$ cat config.mk
export PLATFORM = sky130hd
export DESIGN_NAME = vectored_interrupt_trap_unit
export DESIGN_NICKNAME = d
export VERILOG_FILES = /design/src/shared/irq_trap_pkg.sv /design/src/shared/arb_if.sv /design/src/vectored_interrupt_trap_unit.sv /design/src/priority_resolver.sv
export SDC_FILE = /design/constraint.sdc
export NUM_CORES = 2
export LEC_CHECK = 0
export ABC_CLOCK_PERIOD_IN_PS = 85800
export BUFFER_PORTS_ARGS = -buffer_cell sky130_fd_sc_hd__buf_2
export CAP_MARGIN = 0
export CORE_ASPECT_RATIO = 1.4
export CORE_MARGIN = 2
export CORE_UTILIZATION = 60
export CTS_BUF_LIST = sky130_fd_sc_hd__clkbuf_4 sky130_fd_sc_hd__clkbuf_8 sky130_fd_sc_hd__clkbuf_16
export DETAILED_ROUTE_END_ITERATION = 12
export GPL_TIMING_DRIVEN = 0
export PLACE_DENSITY = 0.77
export SETUP_SLACK_MARGIN = 0.3
export SLEW_MARGIN = 20
export SYNTH_ARGS = -nofsm -noshare
export SYNTH_HDL_FRONTEND = slang
export SYNTH_SLANG_ARGS = --single-unit
$ cat constraint.sdc
create_clock -name core_clk -period 85.8 [get_ports core_clk]
set_clock_uncertainty 0.1 [all_clocks]
set_input_delay 4.29 -clock core_clk [delete_from_list [all_inputs] [get_ports core_clk]]
set_output_delay 4.29 -clock core_clk [all_outputs]
set_load 0.02 [all_outputs]
$ cat src/shared/irq_trap_pkg.sv
// constants and types shared by the interrupt and trap unit
package irq_trap_pkg;

	localparam int NODES = 32;
	localparam int CHANS = 8;
	localparam int SUBS = 8;

	// register port
	localparam int ADDR_W = 6;
	localparam int DATA_W = 16;
	localparam logic [5:0] A_NODE_BASE = 6'h00;
	localparam logic [5:0] A_CHAN_CTRL = 6'h20;
	localparam logic [5:0] A_CHAN_SRC = 6'h28;
	localparam logic [5:0] A_CHAN_DST = 6'h30;
	localparam logic [5:0] A_SUBNODE = 6'h38;
	localparam logic [5:0] A_TRAP_FLAGS = 6'h39;
	localparam logic [5:0] A_IRQ_STAT = 6'h3a;
	localparam logic [5:0] A_IRQ_MASK = 6'h3b;

	// trap numbers; the vector is the trap number times four
	localparam logic [6:0] TN_NMI = 7'h02;
	localparam logic [6:0] TN_STKOF = 7'h04;
	localparam logic [6:0] TN_STKUF = 7'h06;
	localparam logic [6:0] TN_CLASS_B = 7'h0a;
	localparam logic [6:0] NODE_TRAP_BASE = 7'h18;
	localparam logic [1:0] VEC_ENTRY_ZEROS = 2'h0;

	// node shared by the subnodes
	localparam logic [4:0] SUBNODE_NODE = 5'h1f;

	// levels reserved for event transfers
	localparam logic [3:0] XFER_MIN_LVL = 4'he;

	// trap cause flag positions
	localparam int TF_NMI = 15;
	localparam int TF_STKOF = 14;
	localparam int TF_STKUF = 13;
	localparam int TF_UNDOPC = 7;
	localparam int TF_PRTFLT = 3;
	localparam int TF_ILLOPA = 2;
	localparam int TF_ILLINA = 1;
	localparam int TF_ILLBUS = 0;
	localparam logic [15:0] TF_IMPL = 16'he08f;

	// pending trap positions
	localparam int TP_NMI = 0;
	localparam int TP_STKOF = 1;
	localparam int TP_STKUF = 2;
	localparam int TP_CLASS_B = 3;

	// interrupt status positions
	localparam int EV_TRAP = 0;
	localparam int EV_BRANCH = 1;
	localparam int EV_XFER = 2;
	localparam int EV_CNT_ZERO = 3;

	// pointer steps
	localparam logic [15:0] STEP_BYTE = 16'h0001;
	localparam logic [15:0] STEP_WORD = 16'h0002;

	typedef enum logic [1:0] {
		INC_NONE = 2'b00,
		INC_DST = 2'b01,
		INC_SRC = 2'b10
	} inc_mode_e;

	typedef struct packed {
		logic request_flag;
		logic node_enable_flag;
		logic [3:0] priority_level_field;
		logic [1:0] group_level_field;
	} node_s;

	typedef struct packed {
		inc_mode_e inc;
		logic byte_mode;
		logic [7:0] count;
	} chan_s;

endpackage : irq_trap_pkg

$ cat src/shared/arb_if.sv
// request and winner signals between the unit and its priority resolver
`timescale 1ns/1ps
`default_nettype none
interface arb_if;
	import irq_trap_pkg::*;
	logic [NODES-1:0] req;
	logic [NODES-1:0][3:0] lvl;
	logic [NODES-1:0][1:0] grp;
	logic win_valid;
	logic [4:0] win_idx;
	logic [3:0] win_lvl;
	modport requester(output req, output lvl, output grp, input win_valid, input win_idx, input win_lvl);
	modport resolver(input req, input lvl, input grp, output win_valid, output win_idx, output win_lvl);
endinterface : arb_if
`default_nettype wire

$ cat src/vectored_interrupt_trap_unit.sv
// vectored interrupt, event transfer and trap unit
//
// Behaviour
// - thirty-two nodes, each assignable to any of sixteen priority levels
// - accepted interrupt saves pointer and status, segment too when seg_mode is set, then branches
// - event transfer moves one byte or word in segment 0 via one of eight channels
// - event transfer stalls the CPU one cycle and saves no status
// - transfers use the same arbitration but only the two top levels
// - falling non-maskable pin raises a trap regardless of interrupt enables
// - hardware traps beat all requests, act at once, save status
// - software trap vector comes from a seven-bit trap number
// - each node holds request flag, enable bit and priority setting
// - several source events may drive one node; cause stays in the source
// - subnodes share one node under the subnode control register
// - own vector per node; all class B traps share one vector plus flags
// - vector address is trap number times four
// - vector table sits at the bottom of code segment 0
// - software setting a request flag acts like a hardware request
// - at cycle end best request served only above CPU priority
// - flag cleared on service; kept set when transfer count hits zero
// - flags set even when disabled; only enabled nodes arbitrate
`timescale 1ns/1ps
`default_nettype none
module vectored_interrupt_trap_unit
	import irq_trap_pkg::*;
(
	input wire logic core_clk,
	input wire logic rst_b,
	input wire logic [ADDR_W-1:0] reg_addr,
	input wire logic [DATA_W-1:0] reg_wdata,
	input wire logic reg_wr,
	input wire logic reg_rd,
	output logic [DATA_W-1:0] reg_rdata,
	input wire logic [NODES-1:0] src_event,
	input wire logic [SUBS-1:0] sub_event,
	input wire logic instr_cycle_end,
	input wire logic cpu_ien,
	input wire logic [3:0] cpu_level,
	input wire logic seg_mode,
	input wire logic nmi_pin_b,
	input wire logic stack_ovf,
	input wire logic stack_unf,
	input wire logic [4:0] class_b_event,
	input wire logic sw_trap_req,
	input wire logic [6:0] sw_trap_num,
	output logic branch_go,
	output logic [8:0] branch_vector,
	output logic save_status,
	output logic save_segment,
	output logic stall_cycle,
	output logic xfer_go,
	output logic [15:0] xfer_src,
	output logic [15:0] xfer_dst,
	output logic xfer_byte,
	output logic irq
);

	typedef struct packed {
		node_s [NODES-1:0] node;
		chan_s [CHANS-1:0] chan;
		logic [CHANS-1:0][15:0] src;
		logic [CHANS-1:0][15:0] dst;
		logic [SUBS-1:0] sub_en;
		logic [SUBS-1:0] sub_req;
		logic [15:0] trap_cause_flags;
		logic [3:0] trap_pend;
		logic [3:0] irq_stat;
		logic [3:0] irq_mask;
		logic nmi_low;
		logic [15:0] rdata;
		logic branch_go;
		logic [8:0] branch_vector;
		logic save_status;
		logic save_segment;
		logic stall_cycle;
		logic xfer_go;
		logic [15:0] xfer_src;
		logic [15:0] xfer_dst;
		logic xfer_byte;
	} state_s;

	state_s st_ff;
	state_s nxt_st;

	arb_if arb ();

	priority_resolver u_resolver (
		.arb(arb)
	);

	// only enabled nodes with a raised flag compete
	always_comb begin
		for (int i = 0; i < NODES; i++) begin
			arb.req[i] = st_ff.node[i].request_flag & st_ff.node[i].node_enable_flag;
			arb.lvl[i] = st_ff.node[i].priority_level_field;
			arb.grp[i] = st_ff.node[i].group_level_field;
		end
	end

	always_comb begin
		logic nmi_edge;
		logic sub_hit;
		logic [15:0] tf_set;
		logic [3:0] tp_set;
		logic [3:0] ev;
		logic [NODES-1:0] node_ev;
		logic [2:0] ch;
		logic [7:0] cnt_left;
		logic [15:0] step;
		logic [2:0] idx3;
		nxt_st = st_ff;
		nmi_edge = 1'b0;
		sub_hit = 1'b0;
		tf_set = 16'h0000;
		tp_set = 4'h0;
		ev = 4'h0;
		node_ev = src_event;
		ch = 3'h0;
		cnt_left = 8'h00;
		step = STEP_WORD;
		idx3 = reg_addr[2:0];

		// one-cycle outputs
		nxt_st.rdata = 16'h0000;
		nxt_st.branch_go = 1'b0;
		nxt_st.save_status = 1'b0;
		nxt_st.save_segment = 1'b0;
		nxt_st.stall_cycle = 1'b0;
		nxt_st.xfer_go = 1'b0;

		// trap detection
		nmi_edge = !nmi_pin_b && !st_ff.nmi_low;
		nxt_st.nmi_low = !nmi_pin_b;
		tf_set[TF_NMI] = nmi_edge;
		tf_set[TF_STKOF] = stack_ovf;
		tf_set[TF_STKUF] = stack_unf;
		tf_set[TF_UNDOPC] = class_b_event[4];
		tf_set[TF_PRTFLT] = class_b_event[3];
		tf_set[TF_ILLOPA] = class_b_event[2];
		tf_set[TF_ILLINA] = class_b_event[1];
		tf_set[TF_ILLBUS] = class_b_event[0];
		tp_set[TP_NMI] = nmi_edge;
		tp_set[TP_STKOF] = stack_ovf;
		tp_set[TP_STKUF] = stack_unf;
		tp_set[TP_CLASS_B] = |class_b_event;

		// subnodes feed one shared node
		sub_hit = |(sub_event & st_ff.sub_en);
		node_ev[SUBNODE_NODE] = src_event[SUBNODE_NODE] | sub_hit;

		// register writes
		if (reg_wr) begin
			if (reg_addr < A_CHAN_CTRL) begin
				nxt_st.node[reg_addr[4:0]] = node_s'(reg_wdata[7:0]);
			end else if (reg_addr < A_CHAN_SRC) begin
				nxt_st.chan[idx3] = chan_s'(reg_wdata[10:0]);
			end else if (reg_addr < A_CHAN_DST) begin
				nxt_st.src[idx3] = reg_wdata;
			end else if (reg_addr < A_SUBNODE) begin
				nxt_st.dst[idx3] = reg_wdata;
			end else if (reg_addr == A_SUBNODE) begin
				nxt_st.sub_en = reg_wdata[7:0];
				nxt_st.sub_req = reg_wdata[15:8];
			end else if (reg_addr == A_TRAP_FLAGS) begin
				nxt_st.trap_cause_flags = reg_wdata & TF_IMPL;
			end else if (reg_addr == A_IRQ_MASK) begin
				nxt_st.irq_mask = reg_wdata[3:0];
			end
		end

		// register reads, data one cycle later
		if (reg_rd) begin
			if (reg_addr < A_CHAN_CTRL) begin
				nxt_st.rdata = {8'h00, st_ff.node[reg_addr[4:0]]};
			end else if (reg_addr < A_CHAN_SRC) begin
				nxt_st.rdata = {5'h00, st_ff.chan[idx3]};
			end else if (reg_addr < A_CHAN_DST) begin
				nxt_st.rdata = st_ff.src[idx3];
			end else if (reg_addr < A_SUBNODE) begin
				nxt_st.rdata = st_ff.dst[idx3];
			end else if (reg_addr == A_SUBNODE) begin
				nxt_st.rdata = {st_ff.sub_req, st_ff.sub_en};
			end else if (reg_addr == A_TRAP_FLAGS) begin
				nxt_st.rdata = st_ff.trap_cause_flags;
			end else if (reg_addr == A_IRQ_STAT) begin
				nxt_st.rdata = {12'h000, st_ff.irq_stat};
				nxt_st.irq_stat = 4'h0;
			end else if (reg_addr == A_IRQ_MASK) begin
				nxt_st.rdata = {12'h000, st_ff.irq_mask};
			end
		end

		// service: hardware traps, software trap, then arbitrated requests
		if (|st_ff.trap_pend) begin
			nxt_st.branch_go = 1'b1;
			nxt_st.save_status = 1'b1;
			nxt_st.save_segment = seg_mode;
			ev[EV_TRAP] = 1'b1;
			if (st_ff.trap_pend[TP_NMI]) begin
				nxt_st.branch_vector = {TN_NMI, VEC_ENTRY_ZEROS};
				nxt_st.trap_pend[TP_NMI] = 1'b0;
			end else if (st_ff.trap_pend[TP_STKOF]) begin
				nxt_st.branch_vector = {TN_STKOF, VEC_ENTRY_ZEROS};
				nxt_st.trap_pend[TP_STKOF] = 1'b0;
			end else if (st_ff.trap_pend[TP_STKUF]) begin
				nxt_st.branch_vector = {TN_STKUF, VEC_ENTRY_ZEROS};
				nxt_st.trap_pend[TP_STKUF] = 1'b0;
			end else begin
				nxt_st.branch_vector = {TN_CLASS_B, VEC_ENTRY_ZEROS};
				nxt_st.trap_pend[TP_CLASS_B] = 1'b0;
			end
		end else if (sw_trap_req) begin
			nxt_st.branch_go = 1'b1;
			nxt_st.save_status = 1'b1;
			nxt_st.save_segment = seg_mode;
			nxt_st.branch_vector = {sw_trap_num, VEC_ENTRY_ZEROS};
			ev[EV_TRAP] = 1'b1;
		end else if (instr_cycle_end && cpu_ien && arb.win_valid && arb.win_lvl > cpu_level) begin
			ch = {arb.win_lvl[0], st_ff.node[arb.win_idx].group_level_field};
			if (arb.win_lvl >= XFER_MIN_LVL && st_ff.chan[ch].count != 8'h00) begin
				step = st_ff.chan[ch].byte_mode ? STEP_BYTE : STEP_WORD;
				cnt_left = st_ff.chan[ch].count - 8'h01;
				nxt_st.xfer_go = 1'b1;
				nxt_st.stall_cycle = 1'b1;
				nxt_st.xfer_src = st_ff.src[ch];
				nxt_st.xfer_dst = st_ff.dst[ch];
				nxt_st.xfer_byte = st_ff.chan[ch].byte_mode;
				nxt_st.chan[ch].count = cnt_left;
				unique case (st_ff.chan[ch].inc)
					INC_DST: nxt_st.dst[ch] = st_ff.dst[ch] + step;
					INC_SRC: nxt_st.src[ch] = st_ff.src[ch] + step;
					INC_NONE: ;
					default: ;
				endcase
				ev[EV_XFER] = 1'b1;
				if (cnt_left != 8'h00) begin
					nxt_st.node[arb.win_idx].request_flag = 1'b0;
				end else begin
					ev[EV_CNT_ZERO] = 1'b1;
				end
			end else begin
				nxt_st.branch_go = 1'b1;
				nxt_st.save_status = 1'b1;
				nxt_st.save_segment = seg_mode;
				nxt_st.branch_vector = {NODE_TRAP_BASE + 7'(arb.win_idx), VEC_ENTRY_ZEROS};
				nxt_st.node[arb.win_idx].request_flag = 1'b0;
				ev[EV_BRANCH] = 1'b1;
			end
		end

		// hardware sets last so they win over any clear
		for (int i = 0; i < NODES; i++) begin
			if (node_ev[i]) begin
				nxt_st.node[i].request_flag = 1'b1;
			end
		end
		nxt_st.sub_req = nxt_st.sub_req | sub_event;
		nxt_st.trap_cause_flags = nxt_st.trap_cause_flags | tf_set;
		nxt_st.trap_pend = nxt_st.trap_pend | tp_set;
		nxt_st.irq_stat = nxt_st.irq_stat | ev;
	end

	always_ff @(posedge core_clk or negedge rst_b) begin
		if (!rst_b) begin
			st_ff <= '0;
		end else begin
			st_ff <= nxt_st;
		end
	end

	assign reg_rdata = st_ff.rdata;
	assign branch_go = st_ff.branch_go;
	assign branch_vector = st_ff.branch_vector;
	assign save_status = st_ff.save_status;
	assign save_segment = st_ff.save_segment;
	assign stall_cycle = st_ff.stall_cycle;
	assign xfer_go = st_ff.xfer_go;
	assign xfer_src = st_ff.xfer_src;
	assign xfer_dst = st_ff.xfer_dst;
	assign xfer_byte = st_ff.xfer_byte;
	assign irq = |(st_ff.irq_stat & st_ff.irq_mask);

endmodule : vectored_interrupt_trap_unit
`default_nettype wire

$ cat src/priority_resolver.sv
// picks the highest priority enabled request among all nodes
`timescale 1ns/1ps
`default_nettype none
module priority_resolver
	import irq_trap_pkg::*;
(
	arb_if.resolver arb
);
	always_comb begin
		logic found;
		logic [4:0] idx;
		logic [5:0] key;
		found = 1'b0;
		idx = 5'h00;
		key = 6'h00;
		for (int i = 0; i < NODES; i++) begin
			// level first, group second, lower index on a full tie
			if (arb.req[i] && (!found || {arb.lvl[i], arb.grp[i]} > key)) begin
				found = 1'b1;
				idx = 5'(i);
				key = {arb.lvl[i], arb.grp[i]};
			end
		end
		arb.win_valid = found;
		arb.win_idx = idx;
		arb.win_lvl = key[5:2];
	end
endmodule : priority_resolver
`default_nettype wire

; ---- Word level (Yosys, flattened, before mapping)
; Index checks and enable logic that the tools add are counted.
; W data, S select, Z words.
[totals]
wordCells = 626
register_bits = 708
[classes]
bitwise_logic = 47
eq_ne = 7
n_reduce_logical = 115
order_cmp = 45
mux = 223
add_sub_neg = 4
[op_table]
columns = cell, count
row1 = $mux W600, 3
row2 = $mux W256, 3
row3 = $mux W632, 1
row4 = $bwmux W128, 4
row5 = $bwmux W256, 2
row6 = $mux W128, 4
row7 = $mux W376, 1
row8 = $mux W344, 1
row9 = $mux W288, 1
row10 = $mux W16, 16
row11 = $mux W6, 35
row12 = $bmux W16 S3, 4
row13 = $gt A6 B6 Y1, 31
row14 = $bwmux W88, 2
row15 = $mux W160, 1
row16 = $mux W35, 3
row17 = $demux W16 S3, 2
row18 = $mux W88, 1
row19 = $bmux W8 S5, 2
row20 = $demux W8 S5, 2
row21 = $mux W5, 16
row22 = $mux W4, 19
row23 = $mux W1, 70
row24 = $bmux W11 S3, 2
row25 = 42 further kinds, 215

; ---- Depth between registers and ports, before layout
[depth]
depth_word = 139
mapped_depth = 345
mapped_depth_nobuf = 319

; ---- By module
; From an unflattened synthesis, not the netlist that was laid out.
[unflattened]
hier_cells = 5287
hier_area_um2 = 51400.5
[modules_own_cells]
columns = mod, seq_area_each_um2, area_each_um2, n_inst, cells_per_inst
row1 = vectored_interrupt_trap_unit, 17416.7, 40495.1, 1, 3683
row2 = priority_resolver, 0.0, 10905.5, 1, 1604

; ---- Least setup slack after synthesis
; OpenSTA, ideal clock, no wires.
[synth_timing]
path_type = reg2reg
startpoint = register st_ff[459] (netlist bit)
endpoint = register st_ff[118] (netlist bit)
setup_time_ps = 140
path_stages_with_launch = 300
synth_period_minus_slack_ps = 59172
required_ps = 85560
path_slack_ps = 26628
arrival_ps = 58932
cell_sequence = dfrtp_1 and2_1 clkbuf_1 nand2_1 ha_1 and4_1 a41o_1 a31oi_4 mux2_2 ha_1 a21o_1 a221o_1 nor2_1 a311o_1 clkbuf_1 mux2_2 ha_1 nand2_1 [... 264 more ...] o32ai_1 a22oi_2 nand2_1 buf_2 buf_6 buf_2 buf_1 clkbuf_1 and3_1 a311oi_1 a31oi_1 inv_1 ha_1 fa_1 nand4b_1 nor3_1 xnor2_1 o21ai_1
[synth_lines]
columns = element, line_no
row1 = "start, declared", vectored_interrupt_trap_unit.sv:82  ; state_s st_ff;
row2 = "start signal, assigned", vectored_interrupt_trap_unit.sv:267  ; st_ff <= nxt_st;

==> results by group <==
Worst setup path
  • Most used cell along the critical path: ha_1
  • WP data arrival: slightly below 80 ns
  • Kind of critical path: flip-flop to flip-flop
  • Critical Path End Type: flip-flop
  • Worst path max stage delay: between 0.8 and 0.9 ns
  • Critical path startpoint category: flip-flop
  • Worst EP required: 86.20 ns
  • Slowest CP cell: buf_1
  • Critical path peak fanout: 10

Yosys
  • Post-synthesis async set-or-reset flop share: 100%
  • Yosys reg bits: slightly below 700
  • Syn Inst Count: 5445
  • Most common flop cell mapped by yosys: dfrtp_1
  • Synth area leaders: dfrtp_1 34%, mux2_2 9.3%, mux4_2 7.2%
  • Post-synth top cells: 696 x dfrtp_1, 583 x nand2_1, 424 x mux2_2
  • Mapped cell area: between 50000 and 60000 um2
  • Top-count cell post-synth: dfrtp_1
  • Post-synth EDFFs: 0
  • Area share of the largest cell type after synthesis: between 30% and 40%
  • Seq/Total Area, Yosys: 34.0%
  • Distinct cells, synth: roughly 140
  • Syn_area_per_cell: roughly 9.4 um2
  • Synth warnings: 0
  • Dominant cell type by area after synthesis: dfrtp_1

Hold path
  • Hold Crit Class: flip-flop to flip-flop

CTS
  • Clk Latency, worst-skew pair: around 0.7 ns
  • CTS hold repair buffers: 0
  • Clock-pin slew of the registers on the worst-case setup and hold paths: around 0.060 ns
  • CTS tree: built
  • CTS max path bufs: 3
  • CTS root buf: clkbuf_16
  • Clock sink count: about 700
  • CTS resizes: 0
  • Depth of the CTS H-tree: 3
  • Post-CTS Setup Inserts: 0
  • TritonCTS Buffers: 75

Drt
  • Routed len/inst: 37.1 um
  • Overall routed net length: about 250000 um
  • Vias/cell: roughly 7.6
  • ANT nets after route: 0
  • DRC Markers: 0
  • Initial DRC count: between 8000 and 9000
  • DR pass1 iterations: 8
  • Vias: ~52000

Die
  • Die width: roughly 250 um
  • Die Y: ~350 um
  • Die footprint: a little under 90000 um2
  • Rows: 126
  • Initial core utilization: 60.6%
  • Core Region: around 85000 um2
  • Ports: between 150 and 200

STA
  • Slew Limit Fails: 0
  • Slew @ Worst Pin: 1.36 ns
  • Tcrit/Tclk final: between 80% and 90%
  • Fin. Hold Viols: 0
  • Final Worst Setup Slack: 9.31 ns
  • Final setup vio count: 0
  • Fin Hold WS: ~0.34 ns
  • Tmin final: 76.49 ns
  • RSZ-0062 raised after global routing: false
  • Maximum clock rate: between 0.01 and 0.015 GHz
  • Setup TNS: 0 ns
  • Max_slew headroom: just over 7%

Placed design
  • DP HPWL: 185000 um
  • DP Worst Slack: 12.14 ns
  • Placer congestion estimate: 1.14
  • Port Buffers: ~130

Global route
  • Initial antenna violation count: 44
  • Total track usage: 58.0%
  • Global-route wire length before repair: between 300000 and 400000 um
  • Vias in the first global route: approximately 51000
  • Largest net degree at the start of global routing: 100
  • Global route overflow: 0

Cells and area
  • Number of fill cells in the layout: 6828
  • Nets: approximately 5900
  • Area delta synth->final: 10.3%
  • Layout cells sized above 1: 21.6%

Run status
  • Status: finished clean

Flow run
  • Max Cap Violations: 0
[layout make-up]
| cell class | count | area, um2 | share of cell area (%) |
|---|---|---|---|
| antenna | 42 | 105 | 0.186 |
| buffer | 447 | 2250 | 3.99 |
| clock buffer | 103 | 2220 | 3.93 |
| clock inverter | 34 | 425 | 0.753 |
| inverter | 173 | 649 | 1.15 |
| multi-input combinational | 4130 | 31000 | 54.9 |
| sequential | 696 | 17400 | 30.8 |
| tap | 1088 | 1360 | 2.41 |
| timing repair buffer | 150 | 1050 | 1.85 |
[path summary, 6_finish.rpt]
path                                            from  slack [ns]  depth (start not counted)                 endpoint
worst max-delay path            st_ff[459]$_DFF_PN0_        9.31                        303     st_ff[328]$_DFF_PN0_
worst min-delay path             st_ff[63]$_DFF_PN0_        0.34                          1      st_ff[72]$_DFF_PN0_
worst max register to register  st_ff[459]$_DFF_PN0_        9.31                        303     st_ff[328]$_DFF_PN0_
worst min register to register   st_ff[63]$_DFF_PN0_        0.34                          1      st_ff[72]$_DFF_PN0_
max in group asynchronous                      rst_b       80.30                          4  arb.lvl[72]$_DFFE_PN0P_
min in group asynchronous                      rst_b        3.44                          1     st_ff[119]$_DFF_PN0_
[layout by cell type (no fill, tap or decap), types with 17 or more instances in the layout]
cell type / n
buf_6: 17
nor3_1: 89
clkbuf_8: 19
diode_2: 42
a211o_1: 29
and3_1: 66
o21a_1: 22
a21oi_1: 390
and2_1: 35
mux2_2: 424
buf_4: 79
dfrtp_1: 696
clkbuf_1: 185
buf_1: 36
buf_2: 226
a221oi_1: 22
a311oi_1: 21
clkbuf_2: 39
ha_1: 154
nand4_1: 29
a21o_1: 31
a31oi_1: 66
or3_1: 29
nor2_1: 364
xnor2_1: 36
o31ai_1: 20
o211ai_1: 32
inv_1: 164
nand3_1: 145
o21ai_0: 170
o21ai_1: 122
nor2b_1: 201
mux2i_1: 215
xor2_1: 26
o22ai_1: 36
clkbuf_16: 76
a211oi_1: 190
nand2b_1: 26
mux4_2: 163
nand2_1: 583
[cells by family (layout without fill, tap and decap cells)]
group / Yosys count / in the layout / synth area share [%]
multiplexers: 817 / 817 / 21.0
buffers and inverters: 620 / 907 / 5.54
adder cells (fa/ha/maj): 157 / 157 / 3.86
flip-flops: 696 / 696 / 34.0
other: 1 / 44 / 0.00732
AND/OR/NAND/NOR: 1688 / 1688 / 16.0
AO/OA/AOI/OAI: 1402 / 1402 / 18.5
XOR/XNOR: 64 / 64 / 1.12
[registers in the layout, summed over array words and instances (netlist names)]
name / flops
arb.grp: 64
arb.lvl: 128
branch_go: 1
branch_vector: 7
reg_rdata: 16
save_segment: 1
st_ff: 445
stall_cycle: 1
xfer_byte: 1
xfer_dst: 16
xfer_src: 16
[metrics by stage]
| stage | util [%] | cell area (um2) | cells |
|---|---|---|---|
| floorplan | - | 51200 | 5446 |
| global placement | 63.1 | 53300 | 6668 |
| detailed placement | 63.6 | 53700 | 6683 |
| CTS | 66.7 | 56400 | 6820 |
| global route | 66.8 | 56400 | 6828 |
| finish | 66.9 | 56500 | 6863 |
[worst max-delay path, delay by kind of cell, from the launching register on]
kind                       cells  cell delay, ns
and+or+nand+nor               75           15.38
buffers and inverters         40           10.50
muxes                         13            3.79
AOI/OAI and AO/OA            140           34.59
adders and majority gates     34           10.58
DFF                            1            0.50
xor gates and xnor gates       1            0.71
[layer usage]
metal  routed length [um]  GRT usage (%)
met5                  193           1.43
met4                35400           62.2
met3                33700           24.4
met2               107000           85.2
met1                77900           60.0
Power is not shown: default switching activity piles up to over one toggle a cycle in this logic, so the estimate is an artifact.
